<file path="config.mk">
export PLATFORM = sky130hd
export DESIGN_NAME = eil_event_latches
export DESIGN_NICKNAME = d
export VERILOG_FILES = /design/src/rtl/eil_pkg.sv /design/src/rtl/eil_event_latches.sv /design/src/rtl/eil_flag_reg.sv /design/src/rtl/eil_rise_det.sv
export SDC_FILE = /design/constraint.sdc
export NUM_CORES = 1
export LEC_CHECK = 0
export ABC_AREA = 1
export ABC_CLOCK_PERIOD_IN_PS = 2300
export BUFFER_PORTS_ARGS = -buffer_cell sky130_fd_sc_hd__buf_2
export CORE_MARGIN = 2
export CORE_UTILIZATION = 46
export DETAILED_ROUTE_END_ITERATION = 8
export PLACE_DENSITY_LB_ADDON = 0.05
export SYNTH_ARGS = -nofsm -noshare
export SYNTH_HDL_FRONTEND = slang
export SYNTH_HIERARCHICAL = 1
export SYNTH_SLANG_ARGS = --single-unit
</file>
<file path="constraint.sdc">
create_clock -name clk -period 2.3 [get_ports clk]
set_input_delay 0.115 -clock clk [delete_from_list [all_inputs] [get_ports clk]]
set_output_delay 0.115 -clock clk [all_outputs]
set_load 0.02 [all_outputs]
</file>
<file path="src/rtl/eil_pkg.sv">
// package: register map, field positions and types for the e1 event latches
`default_nettype none
package eil_pkg;
    // register offsets within page 4
    localparam logic [7:0] ADDR_LINE_ERR = 8'h1c;
    localparam logic [7:0] ADDR_WRAP = 8'h1d;
    localparam logic [7:0] ADDR_LINK_TMR = 8'h1e;
    localparam logic [7:0] ADDR_STICKY = 8'h1f;
    // word one field positions
    localparam int B_FRAME_ERR = 7;
    localparam int B_CHECKSUM = 6;
    localparam int B_BLOCK_ERR = 5;
    localparam int B_TS16_ONES = 4;
    localparam int B_VIOLATION = 3;
    localparam int B_TEST_ERR = 2;
    localparam int B_ALT_PAT = 1;
    localparam int B_REMOTE = 0;
    // word two and latch field positions
    localparam int B_TEST_MF = 1;
    // word three field positions
    localparam int B_LINK_A = 6;
    localparam int B_LINK_B = 5;
    localparam int B_JITTER = 4;
    localparam int B_ONE_SEC = 3;
    localparam int B_FIVE_SEC = 2;
    localparam int B_RAI_CRC = 1;
    localparam int B_SIG_CHG = 0;
    // implemented bit masks; other bits read zero
    localparam logic [7:0] WRAP_USED = 8'hee;
    localparam logic [7:0] LINK_USED = 8'h7f;
    // reset values
    localparam logic [7:0] FLAGS_RST = 8'h00;
    // alternating pattern length and signalling debounce length
    localparam int ALT_PAT_BITS = 512;
    localparam int DEBOUNCE_CYCLES = 4;
    localparam int ALT_CNT_W = 10;
    // processor access carried as one struct
    typedef struct packed {
        logic rd;
        logic [7:0] addr;
    } eil_cpu_req_t;
endpackage : eil_pkg
`default_nettype wire

</file>
<file path="src/rtl/eil_event_latches.sv">
// e1 event interrupt words one to three and the counter wrap latch
`default_nettype none
// Overview of operation
// - frame pattern bit error in terminal frame sync sets word1 bit7
// - local checksum error sets word1 bit6
// - wrong far-end block bit sets bit5
// - slot sixteen all ones sets bit4
// - non-substitution bipolar violation sets bit3
// - test pattern channel error sets bit2
// - 512 alternating bits set bit1
// - remote alarm bit sets bit0
// - flag sets only when mask bit one
// - reading a word clears its flags
// - counter rollover sets word2 wrap flags
// - test multiframe rollover sets word2 bit1
// - data link a/b set word3 bits6,5
// - jitter buffer margin sets word3 bit4
// - one-second rising edge sets bit3
// - five-second rising edge sets bit2
// - remote alarm with checksum sets bit1
// - signalling change, optionally debounced, sets bit0
// - sticky latch records wraps, ignores masks
module eil_event_latches import eil_pkg::*; #(
    parameter int ALT_BITS = ALT_PAT_BITS,
    parameter int DEB_CYC = DEBOUNCE_CYCLES
) (
    input wire logic clk,
    input wire logic sys_rst,
    // processor port
    input wire eil_cpu_req_t cpu_req,
    output logic [7:0] cpu_rdata,
    // masks, one per flag, 1 = unmasked
    input wire logic [7:0] mask_line_err,
    input wire logic [7:0] mask_wrap,
    input wire logic [7:0] mask_link_tmr,
    input wire logic signalling_debounce_enable,
    // framer conditions, one clock strobes
    input wire logic terminal_frame_sync,
    input wire logic fas_bit_error,
    input wire logic local_crc_error,
    input wire logic ebit_error,
    input wire logic ts16_all_ones,
    input wire logic bipolar_violation,
    input wire logic hdb3_substitution,
    input wire logic prbs_error,
    input wire logic prbs_channel_selected,
    input wire logic rx_bit_valid,
    input wire logic rx_bit,
    input wire logic nfas_valid,
    input wire logic [7:0] nfas_word,
    // counter current values, checked for rollover
    input wire logic [7:0] fas_err_count,
    input wire logic [7:0] crc_err_count,
    input wire logic [7:0] ebit_count,
    input wire logic [7:0] bpv_count,
    input wire logic [7:0] prbs_err_count,
    input wire logic [7:0] prbs_mf_count,
    // neighbouring blocks
    input wire logic data_link_a_irq,
    input wire logic data_link_b_irq,
    input wire logic jitter_near_limit,
    input wire logic one_second_status,
    input wire logic five_second_status,
    input wire logic [3:0] rx_signalling,
    output logic [7:0] line_error_event_flags,
    output logic [7:0] counter_wrap_event_flags,
    output logic [7:0] link_timer_signal_event_flags,
    output logic [7:0] counter_wrap_sticky_latch
);
    localparam int DEB_W = $clog2(DEB_CYC + 1);

    // true when an 8-bit counter steps from ff to 00
    function automatic logic rolled(input logic [7:0] prev, input logic [7:0] cur);
        rolled = (prev == 8'hff) && (cur == 8'h00);
    endfunction : rolled

    logic [7:0] raw_line;
    logic [7:0] raw_wrap;
    logic [7:0] raw_link;
    logic [1:0] tick_rise;
    logic alt_seen;
    logic sig_change;
    logic remote_now;
    logic rd_line;
    logic rd_wrap;
    logic rd_link;
    logic rd_sticky;
    logic [7:0] cnt_fas_ff;
    logic [7:0] cnt_crc_ff;
    logic [7:0] cnt_ebit_ff;
    logic [7:0] cnt_bpv_ff;
    logic [7:0] cnt_prbs_ff;
    logic [7:0] cnt_mf_ff;
    logic [ALT_CNT_W-1:0] alt_run_ff;
    logic last_bit_ff;
    logic alt_seen_ff;
    logic [3:0] sig_last_ff;
    logic [3:0] sig_cand_ff;
    logic [DEB_W-1:0] deb_cnt_ff;
    logic [7:0] rdata_ff;

    // one-second and five-second statuses run off a slower timer
    eil_rise_det #(
        .W(2)
    ) u_ticks (
        .clk(clk),
        .sys_rst(sys_rst),
        .level_in({five_second_status, one_second_status}),
        .rise(tick_rise)
    );

    // read decode; a read is one cycle and clears what it returns
    assign rd_line = cpu_req.rd && (cpu_req.addr == ADDR_LINE_ERR);
    assign rd_wrap = cpu_req.rd && (cpu_req.addr == ADDR_WRAP);
    assign rd_link = cpu_req.rd && (cpu_req.addr == ADDR_LINK_TMR);
    assign rd_sticky = cpu_req.rd && (cpu_req.addr == ADDR_STICKY);

    // previous counter values for rollover detection
    always_ff @(posedge clk or posedge sys_rst) begin
        if (sys_rst) begin
            cnt_fas_ff <= 8'h00;
            cnt_crc_ff <= 8'h00;
            cnt_ebit_ff <= 8'h00;
            cnt_bpv_ff <= 8'h00;
            cnt_prbs_ff <= 8'h00;
            cnt_mf_ff <= 8'h00;
        end else begin
            cnt_fas_ff <= fas_err_count;
            cnt_crc_ff <= crc_err_count;
            cnt_ebit_ff <= ebit_count;
            cnt_bpv_ff <= bpv_count;
            cnt_prbs_ff <= prbs_err_count;
            cnt_mf_ff <= prbs_mf_count;
        end
    end

    // alternating pattern run length; a repeated bit restarts the run at one
    always_ff @(posedge clk or posedge sys_rst) begin
        if (sys_rst) begin
            alt_run_ff <= '0;
            last_bit_ff <= 1'b0;
            alt_seen_ff <= 1'b0;
        end else if (rx_bit_valid) begin
            last_bit_ff <= rx_bit;
            if (alt_run_ff != '0 && rx_bit == last_bit_ff) begin
                alt_run_ff <= ALT_CNT_W'(1);
                alt_seen_ff <= 1'b0;
            end else if (alt_run_ff < ALT_CNT_W'(ALT_BITS)) begin
                alt_run_ff <= alt_run_ff + ALT_CNT_W'(1);
                // fire once, on the 512th alternating bit
                alt_seen_ff <= (alt_run_ff == ALT_CNT_W'(ALT_BITS - 1));
            end else begin
                alt_seen_ff <= 1'b0;
            end
        end else begin
            alt_seen_ff <= 1'b0;
        end
    end
    assign alt_seen = alt_seen_ff;

    // signalling change; with debounce the new pattern must hold a while
    always_ff @(posedge clk or posedge sys_rst) begin
        if (sys_rst) begin
            sig_last_ff <= 4'h0;
            sig_cand_ff <= 4'h0;
            deb_cnt_ff <= '0;
        end else if (!signalling_debounce_enable) begin
            sig_last_ff <= rx_signalling;
            sig_cand_ff <= rx_signalling;
            deb_cnt_ff <= '0;
        end else if (rx_signalling != sig_cand_ff) begin
            // a glitch restarts the hold count rather than reporting
            sig_cand_ff <= rx_signalling;
            deb_cnt_ff <= '0;
        end else if (sig_cand_ff != sig_last_ff) begin
            if (deb_cnt_ff == DEB_W'(DEB_CYC - 1)) begin
                sig_last_ff <= sig_cand_ff;
                deb_cnt_ff <= '0;
            end else begin
                deb_cnt_ff <= deb_cnt_ff + DEB_W'(1);
            end
        end
    end
    assign sig_change = signalling_debounce_enable ?
        ((sig_cand_ff != sig_last_ff) && (rx_signalling == sig_cand_ff)
            && (deb_cnt_ff == DEB_W'(DEB_CYC - 1))) :
        (rx_signalling != sig_last_ff);

    assign remote_now = nfas_valid && nfas_word[3];

    // raw event vectors for word one
    always_comb begin
        raw_line = 8'h00;
        raw_line[B_FRAME_ERR] = fas_bit_error && terminal_frame_sync;
        raw_line[B_CHECKSUM] = local_crc_error;
        raw_line[B_BLOCK_ERR] = ebit_error;
        raw_line[B_TS16_ONES] = ts16_all_ones;
        raw_line[B_VIOLATION] = bipolar_violation && !hdb3_substitution;
        raw_line[B_TEST_ERR] = prbs_error && prbs_channel_selected;
        raw_line[B_ALT_PAT] = alt_seen;
        raw_line[B_REMOTE] = remote_now;
    end

    // rollovers feed word two and the sticky latch alike
    always_comb begin
        raw_wrap = 8'h00;
        raw_wrap[B_FRAME_ERR] = rolled(cnt_fas_ff, fas_err_count);
        raw_wrap[B_CHECKSUM] = rolled(cnt_crc_ff, crc_err_count);
        raw_wrap[B_BLOCK_ERR] = rolled(cnt_ebit_ff, ebit_count);
        raw_wrap[B_VIOLATION] = rolled(cnt_bpv_ff, bpv_count);
        raw_wrap[B_TEST_ERR] = rolled(cnt_prbs_ff, prbs_err_count);
        raw_wrap[B_TEST_MF] = rolled(cnt_mf_ff, prbs_mf_count);
    end

    // word three events
    always_comb begin
        raw_link = 8'h00;
        raw_link[B_LINK_A] = data_link_a_irq;
        raw_link[B_LINK_B] = data_link_b_irq;
        raw_link[B_JITTER] = jitter_near_limit;
        raw_link[B_ONE_SEC] = tick_rise[0];
        raw_link[B_FIVE_SEC] = tick_rise[1];
        raw_link[B_RAI_CRC] = remote_now && local_crc_error;
        raw_link[B_SIG_CHG] = sig_change;
    end

    // masked words; a mask bit of one lets the event through
    eil_flag_reg #(
        .USED(8'hff)
    ) u_line (
        .clk(clk),
        .sys_rst(sys_rst),
        .set_evt(raw_line & mask_line_err),
        .rd_clr(rd_line),
        .flags(line_error_event_flags)
    );

    // unused positions are forced low inside the register
    eil_flag_reg #(
        .USED(WRAP_USED)
    ) u_wrap (
        .clk(clk),
        .sys_rst(sys_rst),
        .set_evt(raw_wrap & mask_wrap),
        .rd_clr(rd_wrap),
        .flags(counter_wrap_event_flags)
    );

    eil_flag_reg #(
        .USED(LINK_USED)
    ) u_link (
        .clk(clk),
        .sys_rst(sys_rst),
        .set_evt(raw_link & mask_link_tmr),
        .rd_clr(rd_link),
        .flags(link_timer_signal_event_flags)
    );

    // sticky latch ignores masks so no wrap is ever missed
    eil_flag_reg #(
        .USED(WRAP_USED)
    ) u_sticky (
        .clk(clk),
        .sys_rst(sys_rst),
        .set_evt(raw_wrap),
        .rd_clr(rd_sticky),
        .flags(counter_wrap_sticky_latch)
    );

    // read data registered; it shows the value before the clear
    always_ff @(posedge clk or posedge sys_rst) begin
        if (sys_rst) begin
            rdata_ff <= 8'h00;
        end else if (cpu_req.rd) begin
            case (cpu_req.addr)
                ADDR_LINE_ERR: rdata_ff <= line_error_event_flags;
                ADDR_WRAP: rdata_ff <= counter_wrap_event_flags;
                ADDR_LINK_TMR: rdata_ff <= link_timer_signal_event_flags;
                ADDR_STICKY: rdata_ff <= counter_wrap_sticky_latch;
                default: rdata_ff <= 8'h00;
            endcase
        end
    end
    assign cpu_rdata = rdata_ff;

    // flag checks start from the raw conditions, not from the set vectors
    a_mask_blocks: assert property (@(posedge clk) disable iff (sys_rst)
        (!mask_line_err[B_BLOCK_ERR] && !line_error_event_flags[B_BLOCK_ERR])
        |=> !line_error_event_flags[B_BLOCK_ERR])
        else $error("masked event set its flag");
    a_frame_sync: assert property (@(posedge clk) disable iff (sys_rst)
        (fas_bit_error && terminal_frame_sync && mask_line_err[B_FRAME_ERR])
        |=> line_error_event_flags[B_FRAME_ERR])
        else $error("frame pattern error not flagged");
    a_bpv_hdb3: assert property (@(posedge clk) disable iff (sys_rst)
        (bipolar_violation && hdb3_substitution && !line_error_event_flags[B_VIOLATION])
        |=> !line_error_event_flags[B_VIOLATION])
        else $error("substitution counted as violation");
    a_remote_flag: assert property (@(posedge clk) disable iff (sys_rst)
        (remote_now && mask_line_err[B_REMOTE]) |=> line_error_event_flags[B_REMOTE])
        else $error("remote alarm not flagged");

    // rollover checks recompute the wrap from the counter inputs
    a_wrap_sticky: assert property (@(posedge clk) disable iff (sys_rst)
        ($past(bpv_count) == 8'hff && bpv_count == 8'h00)
        |=> counter_wrap_sticky_latch[B_VIOLATION])
        else $error("wrap missing from sticky latch");
    a_frame_wrap: assert property (@(posedge clk) disable iff (sys_rst)
        ($past(fas_err_count) == 8'hff && fas_err_count == 8'h00 && mask_wrap[B_FRAME_ERR])
        |=> counter_wrap_event_flags[B_FRAME_ERR])
        else $error("frame error count wrap not flagged");
    a_wrap_flag: assert property (@(posedge clk) disable iff (sys_rst)
        ($past(prbs_mf_count) == 8'hff && prbs_mf_count == 8'h00 && mask_wrap[B_TEST_MF])
        |=> counter_wrap_event_flags[B_TEST_MF])
        else $error("multiframe wrap not flagged");
    a_unused_zero: assert property (@(posedge clk) disable iff (sys_rst)
        !counter_wrap_event_flags[4] && !counter_wrap_event_flags[0]
        && !link_timer_signal_event_flags[7]
        && !counter_wrap_sticky_latch[4] && !counter_wrap_sticky_latch[0])
        else $error("unused bit set");

    // status edges take two synchroniser stages and one edge stage
    a_tick_edge: assert property (@(posedge clk) disable iff (sys_rst)
        ($rose(one_second_status) && mask_link_tmr[B_ONE_SEC])
        |-> ##3 link_timer_signal_event_flags[B_ONE_SEC])
        else $error("one second edge not flagged");
    a_five_sec_edge: assert property (@(posedge clk) disable iff (sys_rst)
        ($rose(five_second_status) && mask_link_tmr[B_FIVE_SEC])
        |-> ##3 link_timer_signal_event_flags[B_FIVE_SEC])
        else $error("five second edge not flagged");
    a_combined_alarm: assert property (@(posedge clk) disable iff (sys_rst)
        (remote_now && local_crc_error && mask_link_tmr[B_RAI_CRC])
        |=> link_timer_signal_event_flags[B_RAI_CRC])
        else $error("combined alarm not flagged");
    a_link_a_flag: assert property (@(posedge clk) disable iff (sys_rst)
        (data_link_a_irq && mask_link_tmr[B_LINK_A])
        |=> link_timer_signal_event_flags[B_LINK_A])
        else $error("data link a event not flagged");
    a_link_b_flag: assert property (@(posedge clk) disable iff (sys_rst)
        (data_link_b_irq && mask_link_tmr[B_LINK_B])
        |=> link_timer_signal_event_flags[B_LINK_B])
        else $error("data link b event not flagged");
    a_jitter_margin: assert property (@(posedge clk) disable iff (sys_rst)
        (jitter_near_limit && mask_link_tmr[B_JITTER])
        |=> link_timer_signal_event_flags[B_JITTER])
        else $error("jitter margin event not flagged");
    // without debounce any sampled pattern change must flag next cycle
    a_sig_plain: assert property (@(posedge clk) disable iff (sys_rst)
        (!signalling_debounce_enable && !$past(signalling_debounce_enable)
            && !$stable(rx_signalling) && mask_link_tmr[B_SIG_CHG])
        |=> link_timer_signal_event_flags[B_SIG_CHG])
        else $error("signalling change not flagged");
endmodule : eil_event_latches
`default_nettype wire

</file>
<file path="src/rtl/eil_flag_reg.sv">
// one 8-bit clear-on-read flag register
`default_nettype none
module eil_flag_reg import eil_pkg::*; #(
    parameter logic [7:0] USED = 8'hff
) (
    input wire logic clk,
    input wire logic sys_rst,
    input wire logic [7:0] set_evt,
    input wire logic rd_clr,
    output logic [7:0] flags
);
    logic [7:0] flags_ff;
    // set wins over the read clear so a coincident event survives
    always_ff @(posedge clk or posedge sys_rst) begin
        if (sys_rst) begin
            flags_ff <= FLAGS_RST;
        end else begin
            flags_ff <= ((rd_clr ? 8'h00 : flags_ff) | set_evt) & USED;
        end
    end
    assign flags = flags_ff;
    // set and clear checked per register instance
    a_set_wins: assert property (@(posedge clk) disable iff (sys_rst)
        (set_evt[0] && USED[0]) |=> flags_ff[0])
        else $error("event lost on read clear");
    a_read_clears: assert property (@(posedge clk) disable iff (sys_rst)
        (rd_clr && set_evt == 8'h00) |=> flags_ff == 8'h00)
        else $error("read did not clear flags");
endmodule : eil_flag_reg
`default_nettype wire

</file>
<file path="src/rtl/eil_rise_det.sv">
// rising-edge detector for status levels from outside the clock domain
`default_nettype none
module eil_rise_det import eil_pkg::*; #(
    parameter int W = 2
) (
    input wire logic clk,
    input wire logic sys_rst,
    input wire logic [W-1:0] level_in,
    output logic [W-1:0] rise
);
    logic [W-1:0] meta_ff;
    logic [W-1:0] sync_ff;
    logic [W-1:0] last_ff;
    // two-stage synchroniser, then one stage of history
    always_ff @(posedge clk or posedge sys_rst) begin
        if (sys_rst) begin
            meta_ff <= '0;
            sync_ff <= '0;
            last_ff <= '0;
        end else begin
            meta_ff <= level_in;
            sync_ff <= meta_ff;
            last_ff <= sync_ff;
        end
    end
    assign rise = sync_ff & ~last_ff;
endmodule : eil_rise_det
`default_nettype wire

</file>
==> results.sh, run 1 <==
export IMPL_die_y_um=107.6
export IMPL_place_congestion=0.7718
export IMPL_clock_path_buffers=2
export IMPL_syn_inst=589
export IMPL_routed_wl_mm=11.95
export IMPL_max_stage_delay_ns=0.42
export IMPL_layout_nets=909
export IMPL_path_cells="inv_1 -> ha_1 -> inv_1 -> nor3_1 -> nand3_1 -> nand2_2 -> nand2_2 -> nor3_1"
export IMPL_min_period_over_period_pct=62.65
export IMPL_slowest_stage="dfrtp_1"
export IMPL_cap_viol_max_count=0
export IMPL_rows=37
export IMPL_cts_setup_buffers=0
export IMPL_regToRegStartpoint="alt_run_ff[0]"
export IMPL_grt_busiest_layer="met2"
export IMPL_cp_end_kind="flop"
export IMPL_setup_viol=0
export IMPL_register_area_mm2=0.002803
export IMPL_io_pins=153
export IMPL_clockRootBuffer="clkbuf_8"
export IMPL_grt_pass1_wl_mm=19.51
export IMPL_syn_area_mm2=0.004936
export IMPL_vias=4368
export IMPL_grt_util_met3_pct=4.661
export IMPL_start_util_pct=47.60
export IMPL_multi_input_area_mm2=0.001705
export IMPL_setup_tns_ns=0
export IMPL_rsz0062_at_grt="false"
export IMPL_hp_class="in -> reg"
export IMPL_arrival_ns=1.73
export IMPL_vdd_drop_max_v=0.0004522
export IMPL_r2r_end="alt_seen"
export IMPL_antenna_found_initial=0
export IMPL_grt_use_met2_pct=35.71
export IMPL_tightestPinTransition_ns=0.6038
export IMPL_yosysWarningCount=6
export IMPL_critPathLaunchType="flop"
export IMPL_r2r_cells=8
export IMPL_antenna_left=0
export IMPL_drtPass1Iterations=5
export IMPL_hold_viol=0
export IMPL_cp_data_required_time_ns=2.58
export IMPL_post_drt_wl_per_cell_um=12.79
export IMPL_diodes=0
export IMPL_cts_buffers=9
export IMPL_viasPerCell=4.677
export IMPL_grt_overflow=0
export IMPL_worst_slew_margin_rel_pct=59.70
export IMPL_insertion_delay_ns=0.38
export IMPL_timing_final_ws_setup_ns=0.8591
export IMPL_drt_iter0_drc=192
export IMPL_cts_htree_levels=3
export IMPL_grt_util_met1_pct=28.53
export IMPL_fin_crit_ns=1.441
export IMPL_path_clk_slew_ns=0.11
export IMPL_p_per_area_mw_per_mm2=591.9
export IMPL_whs_ns=0.01891
export IMPL_grt_pass1_vias=4245
export IMPL_clock_fmax_ghz=0.6940
export IMPL_io_buffers=137
export IMPL_nFillCells=929
export IMPL_cts_repair_resized=0
export IMPL_whs_path_depth=5
export IMPL_status="completed"
export IMPL_cts_tree="yes"
export IMPL_worstSetupPathType="reg -> reg"
export IMPL_die_x_um=107.6
export IMPL_skew_ns=0.01509
export IMPL_grt_util_all_layers_pct=21.81
export IMPL_grt_max_degree=49
export IMPL_route_detailed_drc=0
export IMPL_slew_violations=0
export IMPL_r2r_setup_slack_ns=0.86
export IMPL_areaGrowthSynthToFinish_pct=34.12
export IMPL_place_ws_ns=0.8353
export IMPL_dieArea_mm2=0.01157
export IMPL_clock_sinks=112
export IMPL_total_power_mw=3.919
export IMPL_leakage_nw=3.606
export IMPL_coreArea_mm2=0.01037
export IMPL_dp_hpwl_mm=8.331
export IMPL_hp_start="mask_wrap[6]"
export IMPL_drive_gt1_share_pct=22.81
export IMPL_cp_max_fo=6
export IMPL_dpl_instance_area_mm2=0.005738
export IMPL_avgSynthCellArea_um2=8.380
export IMPL_min_to="u_wrap/flags[6]"
export IMPL_fin_area_mm2=0.006620
-- worst max-delay path: cells and delay by family, from the launching register on --
| kind | cells | cell delay, ns |
|---|---|---|
| AND/OR/NAND/NOR | 5 | 0.66 |
| buffers and inverters | 2 | 0.13 |
| flip-flops | 1 | 0.42 |
| adder cells (fa/ha/maj) | 1 | 0.15 |
-- worst max path at each step --
stage | start | end | slack [ns] | depth (start not counted)
finish | alt_run_ff[0] | alt_seen | 0.86 | 8
CTS | alt_run_ff[0] | alt_seen | 0.84 | 8
detailed placement | cpu_req[7] | u_sticky/flags[7] | 0.84 | 8
floorplan | sys_rst | alt_run_ff[0] | 0.16 | 1
global route | alt_run_ff[0] | alt_seen | 0.71 | 8
global placement | cpu_req[7] | u_sticky/flags[7] | 0.83 | 8
-- power by group --
group          internal, mW  switching, mW
Clock                 0.546          0.672
Sequential             2.07         0.0656
Combinational         0.258          0.309
-- flip-flops by register name (all words and copies together), names as in the netlist, 7 cells and up --
signal / cells
alt_run_ff: 10
cnt_mf_ff: 8
cnt_fas_ff: 8
u_link/flags: 7
cnt_prbs_ff: 8
cnt_bpv_ff: 8
cnt_crc_ff: 8
u_line/flags: 8
cpu_rdata: 8
cnt_ebit_ff: 8
-- per-stage QoR --
stage / util [%] / instances
after global placement: 55.33 / 851
after global routing: 63.84 / 934
after detailed placement: 55.33 / 851
after floorplan: - / 591
final: 63.84 / 934
after CTS: 63.84 / 934
-- routing by layer --
| layer | vias up | wire length [µm] |
|---|---|---|
| met5 | - | 0 |
| met4 | 0 | 246 |
| met3 | 21 | 574 |
| met2 | 115 | 5789 |
| met1 | 2010 | 5334 |
| li1 | 2222 | - |
-- what timing repair did --
item | 4_1_cts | 5_1_grt
hold buffers | 67 | 0
endpoints found under the hold margin | 124 | 0
endpoints found under the setup margin | 0 | 0
-- layout make-up --
class / count / share of cell area [%]
Clock inverter: 6 / 1.115
Tap cell: 136 / 2.570
Clock buffer: 10 / 2.079
Multi-Input combinational cell: 371 / 25.76
Timing Repair Buffer: 205 / 20.79
Sequential cell: 112 / 42.34
Inverter: 94 / 5.349
-- layout by cell type, fill, tap and decap left out, types with 2 or more instances in the layout --
| master | count |
|---|---|
| o21ai_1 | 16 |
| conb_1 | 5 |
| and3_1 | 3 |
| nor4_1 | 6 |
| inv_2 | 7 |
| dfrtp_1 | 112 |
| nand2_2 | 4 |
| clkbuf_8 | 10 |
| o21ai_0 | 5 |
| buf_2 | 137 |
| nor2_1 | 45 |
| nor2_2 | 3 |
| inv_1 | 86 |
| ha_1 | 3 |
| or2_2 | 6 |
| clkinvlp_4 | 2 |
| nor3_2 | 2 |
| xor2_1 | 4 |
| nand4_1 | 19 |
| a21oi_1 | 3 |
| nand3_1 | 44 |
| nor3_1 | 4 |
| dlygate4sd3_1 | 67 |
| nand2_1 | 190 |
No activity file was read; power rests on OpenSTA's default activity.
==> run 2, diff against run 1 <==
--- a/config.mk
+++ b/config.mk
@@ -5,11 +5,11 @@
 export SDC_FILE = /design/constraint.sdc
 export NUM_CORES = 1
 export LEC_CHECK = 0
-export ABC_AREA = 1
-export ABC_CLOCK_PERIOD_IN_PS = 2300
+export ABC_AREA = 0
+export ABC_CLOCK_PERIOD_IN_PS = 1300
 export BUFFER_PORTS_ARGS = -buffer_cell sky130_fd_sc_hd__buf_2
 export CORE_MARGIN = 2
-export CORE_UTILIZATION = 46
+export CORE_UTILIZATION = 45
 export DETAILED_ROUTE_END_ITERATION = 8
 export PLACE_DENSITY_LB_ADDON = 0.05
 export SYNTH_ARGS = -nofsm -noshare
==> constraint.sdc (replaced) <==
create_clock -name clk -period 1.3 [get_ports clk]
set_input_delay 0.065 -clock clk [delete_from_list [all_inputs] [get_ports clk]]
set_output_delay 0.065 -clock clk [all_outputs]
set_load 0.02 [all_outputs]
==> results.sh, run 2 <==
export IMPL_min_period_over_period_pct=118.0
export IMPL_start_util_pct=46.21
export IMPL_max_stage_delay_ns=0.41
export IMPL_antenna_left=0
export IMPL_slew_violations=0
export IMPL_avgSynthCellArea_um2=13.22
export IMPL_dp_cells=639
export IMPL_diodes=0
export IMPL_routed_wl_mm=11.92
export IMPL_die_y_um=104.0
export IMPL_dieArea_mm2=0.01081
export IMPL_grt_util_all_layers_pct=22.75
export IMPL_hp_start="mask_line_err[5]"
export IMPL_vias=3611
export IMPL_drt_iter0_drc=195
export IMPL_clock_fmax_ghz=0.6518
export IMPL_insertion_delay_ns=0.37
export IMPL_post_drt_wl_per_cell_um=16.35
export IMPL_clock_sinks=112
export IMPL_rsz0062_at_grt="true"
export IMPL_fin_crit_ns=1.534
export IMPL_drtPass1Iterations=5
export IMPL_cp_depth=4
export IMPL_grt_overflow=0
export IMPL_layout_cells_non_filler=729
export IMPL_antenna_found_initial=0
export IMPL_regToRegStartpoint="sig_cand_ff[1]"
export IMPL_cts_tree="yes"
export IMPL_path_delay_family="simple AND/OR/NAND/NOR gates"
export IMPL_cap_viol_max_count=0
export IMPL_place_ws_ns=-0.2408
export IMPL_startpoint="sig_cand_ff[1]"
export IMPL_path_clk_slew_ns=0.10
export IMPL_setup_tns_ns=-3.021
export IMPL_r2r_cells=4
export IMPL_status="complete, but fails checks"
export IMPL_cts_htree_levels=3
export IMPL_mostFrequentLayoutCell="buf_2"
export IMPL_syn_area_mm2=0.004496
export IMPL_path_cells="xor2_1 -> nor4_4 -> nand4_2 -> o221a_1"
export IMPL_arrival_ns=1.80
export IMPL_top_register="alt_run_ff"
export IMPL_cp_end_kind="flop"
export IMPL_hp_class="in -> reg"
export IMPL_worstSetupPathType="reg -> reg"
export IMPL_dp_hpwl_mm=8.136
export IMPL_violations="setup timing"
export IMPL_io_pins=153
export IMPL_place_congestion=0.8082
export IMPL_grt_pass1_vias=3841
export IMPL_grt_pass1_wl_mm=19.20
export IMPL_p_per_area_mw_per_mm2=1056
export IMPL_vdd_drop_max_v=0.0005667
export IMPL_setup_viol=19
export IMPL_cp_max_fo=4
export IMPL_route_detailed_drc=0
export IMPL_clockRootBuffer="clkbuf_8"
export IMPL_hold_viol=0
export IMPL_leakage_nw=3.235
export IMPL_grt_max_degree=38
export IMPL_layout_nets=707
export IMPL_cp_data_required_time_ns=1.57
export IMPL_clock_path_buffers=2
export IMPL_areaGrowthSynthToFinish_pct=48.23
export IMPL_total_power_mw=7.037
export IMPL_coreArea_mm2=0.009729
export IMPL_critPathLaunchType="flop"
export IMPL_cts_buffers=9
export IMPL_fin_util_pct=68.49
export IMPL_largest_reg_flops=10
export IMPL_timing_final_ws_setup_ns=-0.2342
export IMPL_rows=36
export IMPL_layout_common_cells="137 x buf_2, 111 x dfrtp_1, 68 x dlygate4sd3_1, 43 x buf_4, 28 x a21o_1"
export IMPL_viasPerCell=4.953
export IMPL_drive_gt1_share_pct=42.95
export IMPL_yosysWarningCount=6
export IMPL_slowest_stage="dfrtp_1"
export IMPL_skew_ns=0.01100
export IMPL_die_x_um=104.0
export IMPL_whs_path_depth=3
export IMPL_syn_inst=340
export IMPL_io_buffers=137
export IMPL_path_buf_inv=0
==> run 2: power by group <==
part | leakage [nW] | internal (mW) | total, mW | switching [mW]
Clock | 0.0903 | 0.766 | 1.94 | 1.17
Combinational | 1.81 | 0.767 | 1.37 | 0.601
Sequential | 1.34 | 3.65 | 3.73 | 0.0852
==> run 2: final timing paths <==
kind	to	slack (ns)
worst max-delay path	sig_last_ff[0]	-0.23
worst min-delay path	u_line/flags[5]	0.007
worst max register to register	sig_last_ff[0]	-0.23
worst min register to register	u_ticks/sync_ff[0]	0.37
max in group asynchronous	alt_run_ff[3]	0.47
min in group asynchronous	u_ticks/sync_ff[0]	0.22
==> run 2: what timing repair did <==
item / in CTS / in global routing
hold buffers: 69 / 0
pin swaps: 11 / 8
setup buffers: 3 / 3
gates resized for setup: 12 / 19
endpoints found under the setup margin: 19 / 29
hold endpoints to repair: 115 / 0
==> run 2: through the flow <==
stage / instance area (µm²) / hold WS, ns
2_1_floorplan: 4547 / -0.1440
4_1_cts: 6566 / 0.00001421
3_3_place_gp: 5643 / 0.05757
5_1_grt: 6664 / 0.001984
3_5_place_dp: 5643 / 0.06140
6_report: 6664 / 0.007179
==> run 2: final cells by class <==
cell class,instances,area [µm²]
Clock buffer,11,141.4
Clock inverter,5,38.79
Fill cell,763,3065
Inverter,16,66.31
Multi-Input combinational cell,200,1695
Sequential cell,112,2804
Tap cell,133,166.4
Timing Repair Buffer,252,1752
==> run 2: layer usage <==
layer	track usage, %	up-vias	routed length [µm]
met5	0	-	0
met4	6.660	0	123
met3	6.266	10	780
met2	38.11	129	6015
met1	29.08	1762	5001
li1	-	1710	-
==> run 2: tightest hold or removal path, stage by stage <==
cell and delay, ns:
buf_2 0.07, and2_1 0.13, a21o_1 0.09
==> run 3, diff against run 2 <==
--- a/config.mk
+++ b/config.mk
@@ -8,7 +8,7 @@
 export ABC_AREA = 0
 export ABC_CLOCK_PERIOD_IN_PS = 1300
 export BUFFER_PORTS_ARGS = -buffer_cell sky130_fd_sc_hd__buf_2
-export CORE_MARGIN = 2
+export CORE_MARGIN = 4
 export CORE_UTILIZATION = 45
 export DETAILED_ROUTE_END_ITERATION = 8
 export PLACE_DENSITY_LB_ADDON = 0.05
==> results.sh, run 3 (synthesis results as in run 2) <==
export IMPL_status="complete, but fails checks"
export IMPL_violations="setup timing"
export IMPL_rows=36
export IMPL_whs_ns=0.01807
export IMPL_grt_pass1_vias=3956
export IMPL_vdd_drop_max_v=0.001132
export IMPL_hp_class="in -> reg"
export IMPL_timing_final_ws_setup_ns=-0.2327
export IMPL_grt_pass1_wl_mm=19.53
export IMPL_drive_gt1_share_pct=42.52
export IMPL_setup_viol=19
export IMPL_arrival_ns=1.86
export IMPL_fin_util_pct=69.86
export IMPL_startpoint="alt_run_ff[1]"
export IMPL_top_register="alt_run_ff"
export IMPL_layout_nets=713
export IMPL_path_clk_slew_ns=0.11
export IMPL_slew_violations=0
export IMPL_start_util_pct=46.21
export IMPL_clock_sinks=112
export IMPL_slowest_stage="dfrtp_1"
export IMPL_place_congestion=0.7902
export IMPL_regToRegStartpoint="alt_run_ff[1]"
export IMPL_clockRootBuffer="clkbuf_8"
export IMPL_cp_end_kind="flop"
export IMPL_min_period_over_period_pct=117.9
export IMPL_grt_max_degree=53
export IMPL_diodes=0
export IMPL_pwr_share_seq_pct=51.3
export IMPL_io_pins=153
export IMPL_r2r_end="alt_run_ff[2]"
export IMPL_areaGrowthSynthToFinish_pct=51.18
export IMPL_post_drt_wl_per_cell_um=16.49
export IMPL_drt_iter0_drc=133
export IMPL_worstSetupPathType="reg -> reg"
export IMPL_path_buf_inv=2
export IMPL_fin_crit_ns=1.533
export IMPL_clock_fmax_ghz=0.6524
export IMPL_dieArea_mm2=0.01165
export IMPL_total_power_mw=7.281
export IMPL_die_y_um=108.0
export IMPL_nFillCells=729
export IMPL_register_area_mm2=0.002804
export IMPL_grt_util_all_layers_pct=22.06
export IMPL_dp_hpwl_mm=8.682
export IMPL_cts_buffers=9
export IMPL_r2r_cells=7
export IMPL_antenna_found_initial=1
export IMPL_largest_reg_flops=10
export IMPL_cts_htree_levels=3
export IMPL_power_share_clock_pct=29.3
export IMPL_layout_common_cells="137 x buf_2, 111 x dfrtp_1, 76 x dlygate4sd3_1, 41 x buf_4, 28 x a21o_1"
export IMPL_cp_depth=7
export IMPL_io_buffers=137
export IMPL_grt_overflow=0
export IMPL_p_sw_mw=1.936
export IMPL_critPathLaunchType="flop"
export IMPL_rsz0062_at_grt="true"
export IMPL_multi_input_area_mm2=0.001749
export IMPL_coreArea_mm2=0.009729
export IMPL_viasPerCell=4.962
export IMPL_insertion_delay_ns=0.38
export IMPL_drtPass1Iterations=4
export IMPL_vias=3647
export IMPL_cp_max_fo=6
export IMPL_path_cells="inv_1 -> ha_2 -> nor4b_4 -> a31oi_4 -> nor2b_2 -> buf_4 -> a22o_1"
export IMPL_switching_share_pct=26.59
export IMPL_p_int_mw=5.345
export IMPL_cap_viol_max_count=0
export IMPL_route_detailed_drc=0
export IMPL_hold_viol=0
export IMPL_max_stage_delay_ns=0.40
export IMPL_leakage_nw=3.290
export IMPL_r2r_setup_slack_ns=-0.23
export IMPL_skew_ns=0.008265
export IMPL_worstSetupEndpoint="alt_run_ff[2]"
export IMPL_cp_data_required_time_ns=1.63
export IMPL_routed_wl_mm=12.12
export IMPL_power_frac_comb_pct=19.4
export IMPL_mostFrequentLayoutCell="buf_2"
export IMPL_die_x_um=108.0
export IMPL_path_delay_family="simple AND/OR/NAND/NOR gates"
export IMPL_p_per_area_mw_per_mm2=1071
export IMPL_place_ws_ns=-0.2292
export IMPL_cts_tree="yes"
export IMPL_clock_path_buffers=2
export IMPL_antenna_left=0
[run 3: cell types whose count changed in the layout (fill, tap and decap cells not counted), moves of 2 or more]
| cell | change |
|---|---|
| dlygate4sd3_1 | +8 |
| xnor2_1 | -2 |
| buf_4 | -2 |
| ha_2 | -2 |
| xnor2_2 | +2 |
[run 3: tightest hold or removal path, cell delays in order]
cell and delay, ns:
buf_2 0.08, and3_1 0.14, a21o_1 0.08
[run 3: power groups by stage]
| stage | clock network, mW | registers [mW] | logic, mW |
|---|---|---|---|
| floorplan | 0 | 3.81 | 0.550 |
| global placement | 0 | 3.80 | 1.09 |
| detailed placement | 0 | 3.80 | 1.12 |
| CTS | 2.20 | 3.74 | 1.35 |
| global route | 2.34 | 3.76 | 1.54 |
| finish | 2.13 | 3.74 | 1.41 |
[run 3: stage by stage]
step	area, µm²	std cells	setup TNS [ns]
floorplan	4547	342	-1.624
global placement	5653	642	-5.974
detailed placement	5653	642	-7.479
CTS	6706	736	-2.829
global route	6797	735	-4.528
finish	6797	735	-2.717
[run 3: layout make-up]
class,count,share of cell area (%)
Sequential cell,112,41.26
Timing Repair Buffer,258,26.60
Multi-Input combinational cell,200,25.74
Tap cell,133,2.448
Clock buffer,9,1.823
Clock inverter,7,1.160
Inverter,16,0.9757
[run 3: how the worst min path moves through the flow]
stage / end / start / slack [ns] / depth (start not counted)
floorplan: u_sticky/flags[1] / sys_rst / -0.14 / 1
global placement: u_ticks/meta_ff[0] / sys_rst / 0.06 / 2
detailed placement: u_ticks/meta_ff[0] / sys_rst / 0.07 / 2
CTS: u_line/flags[0] / nfas_word[3] / 0.0003 / 3
global route: u_line/flags[2] / prbs_channel_selected / 0.001 / 3
finish: u_line/flags[0] / nfas_word[3] / 0.02 / 3
[run 3: what timing repair did]
action,CTS,global route
endpoints found under the setup margin,19,31
pin swaps,14,8
gates cloned,0,0
hold buffers,77,0
buffers inserted,1,0
hold endpoints to repair,184,0
resized for setup,17,19
[run 3: per-layer routing]
metal	vias up	share of wire, %	GRT usage [%]
met5	-	0.11	0
met4	2	1.1	5.771
met3	9	6.9	6.985
met2	114	51	38.28
met1	1801	41	26.77
li1	1721	-	-
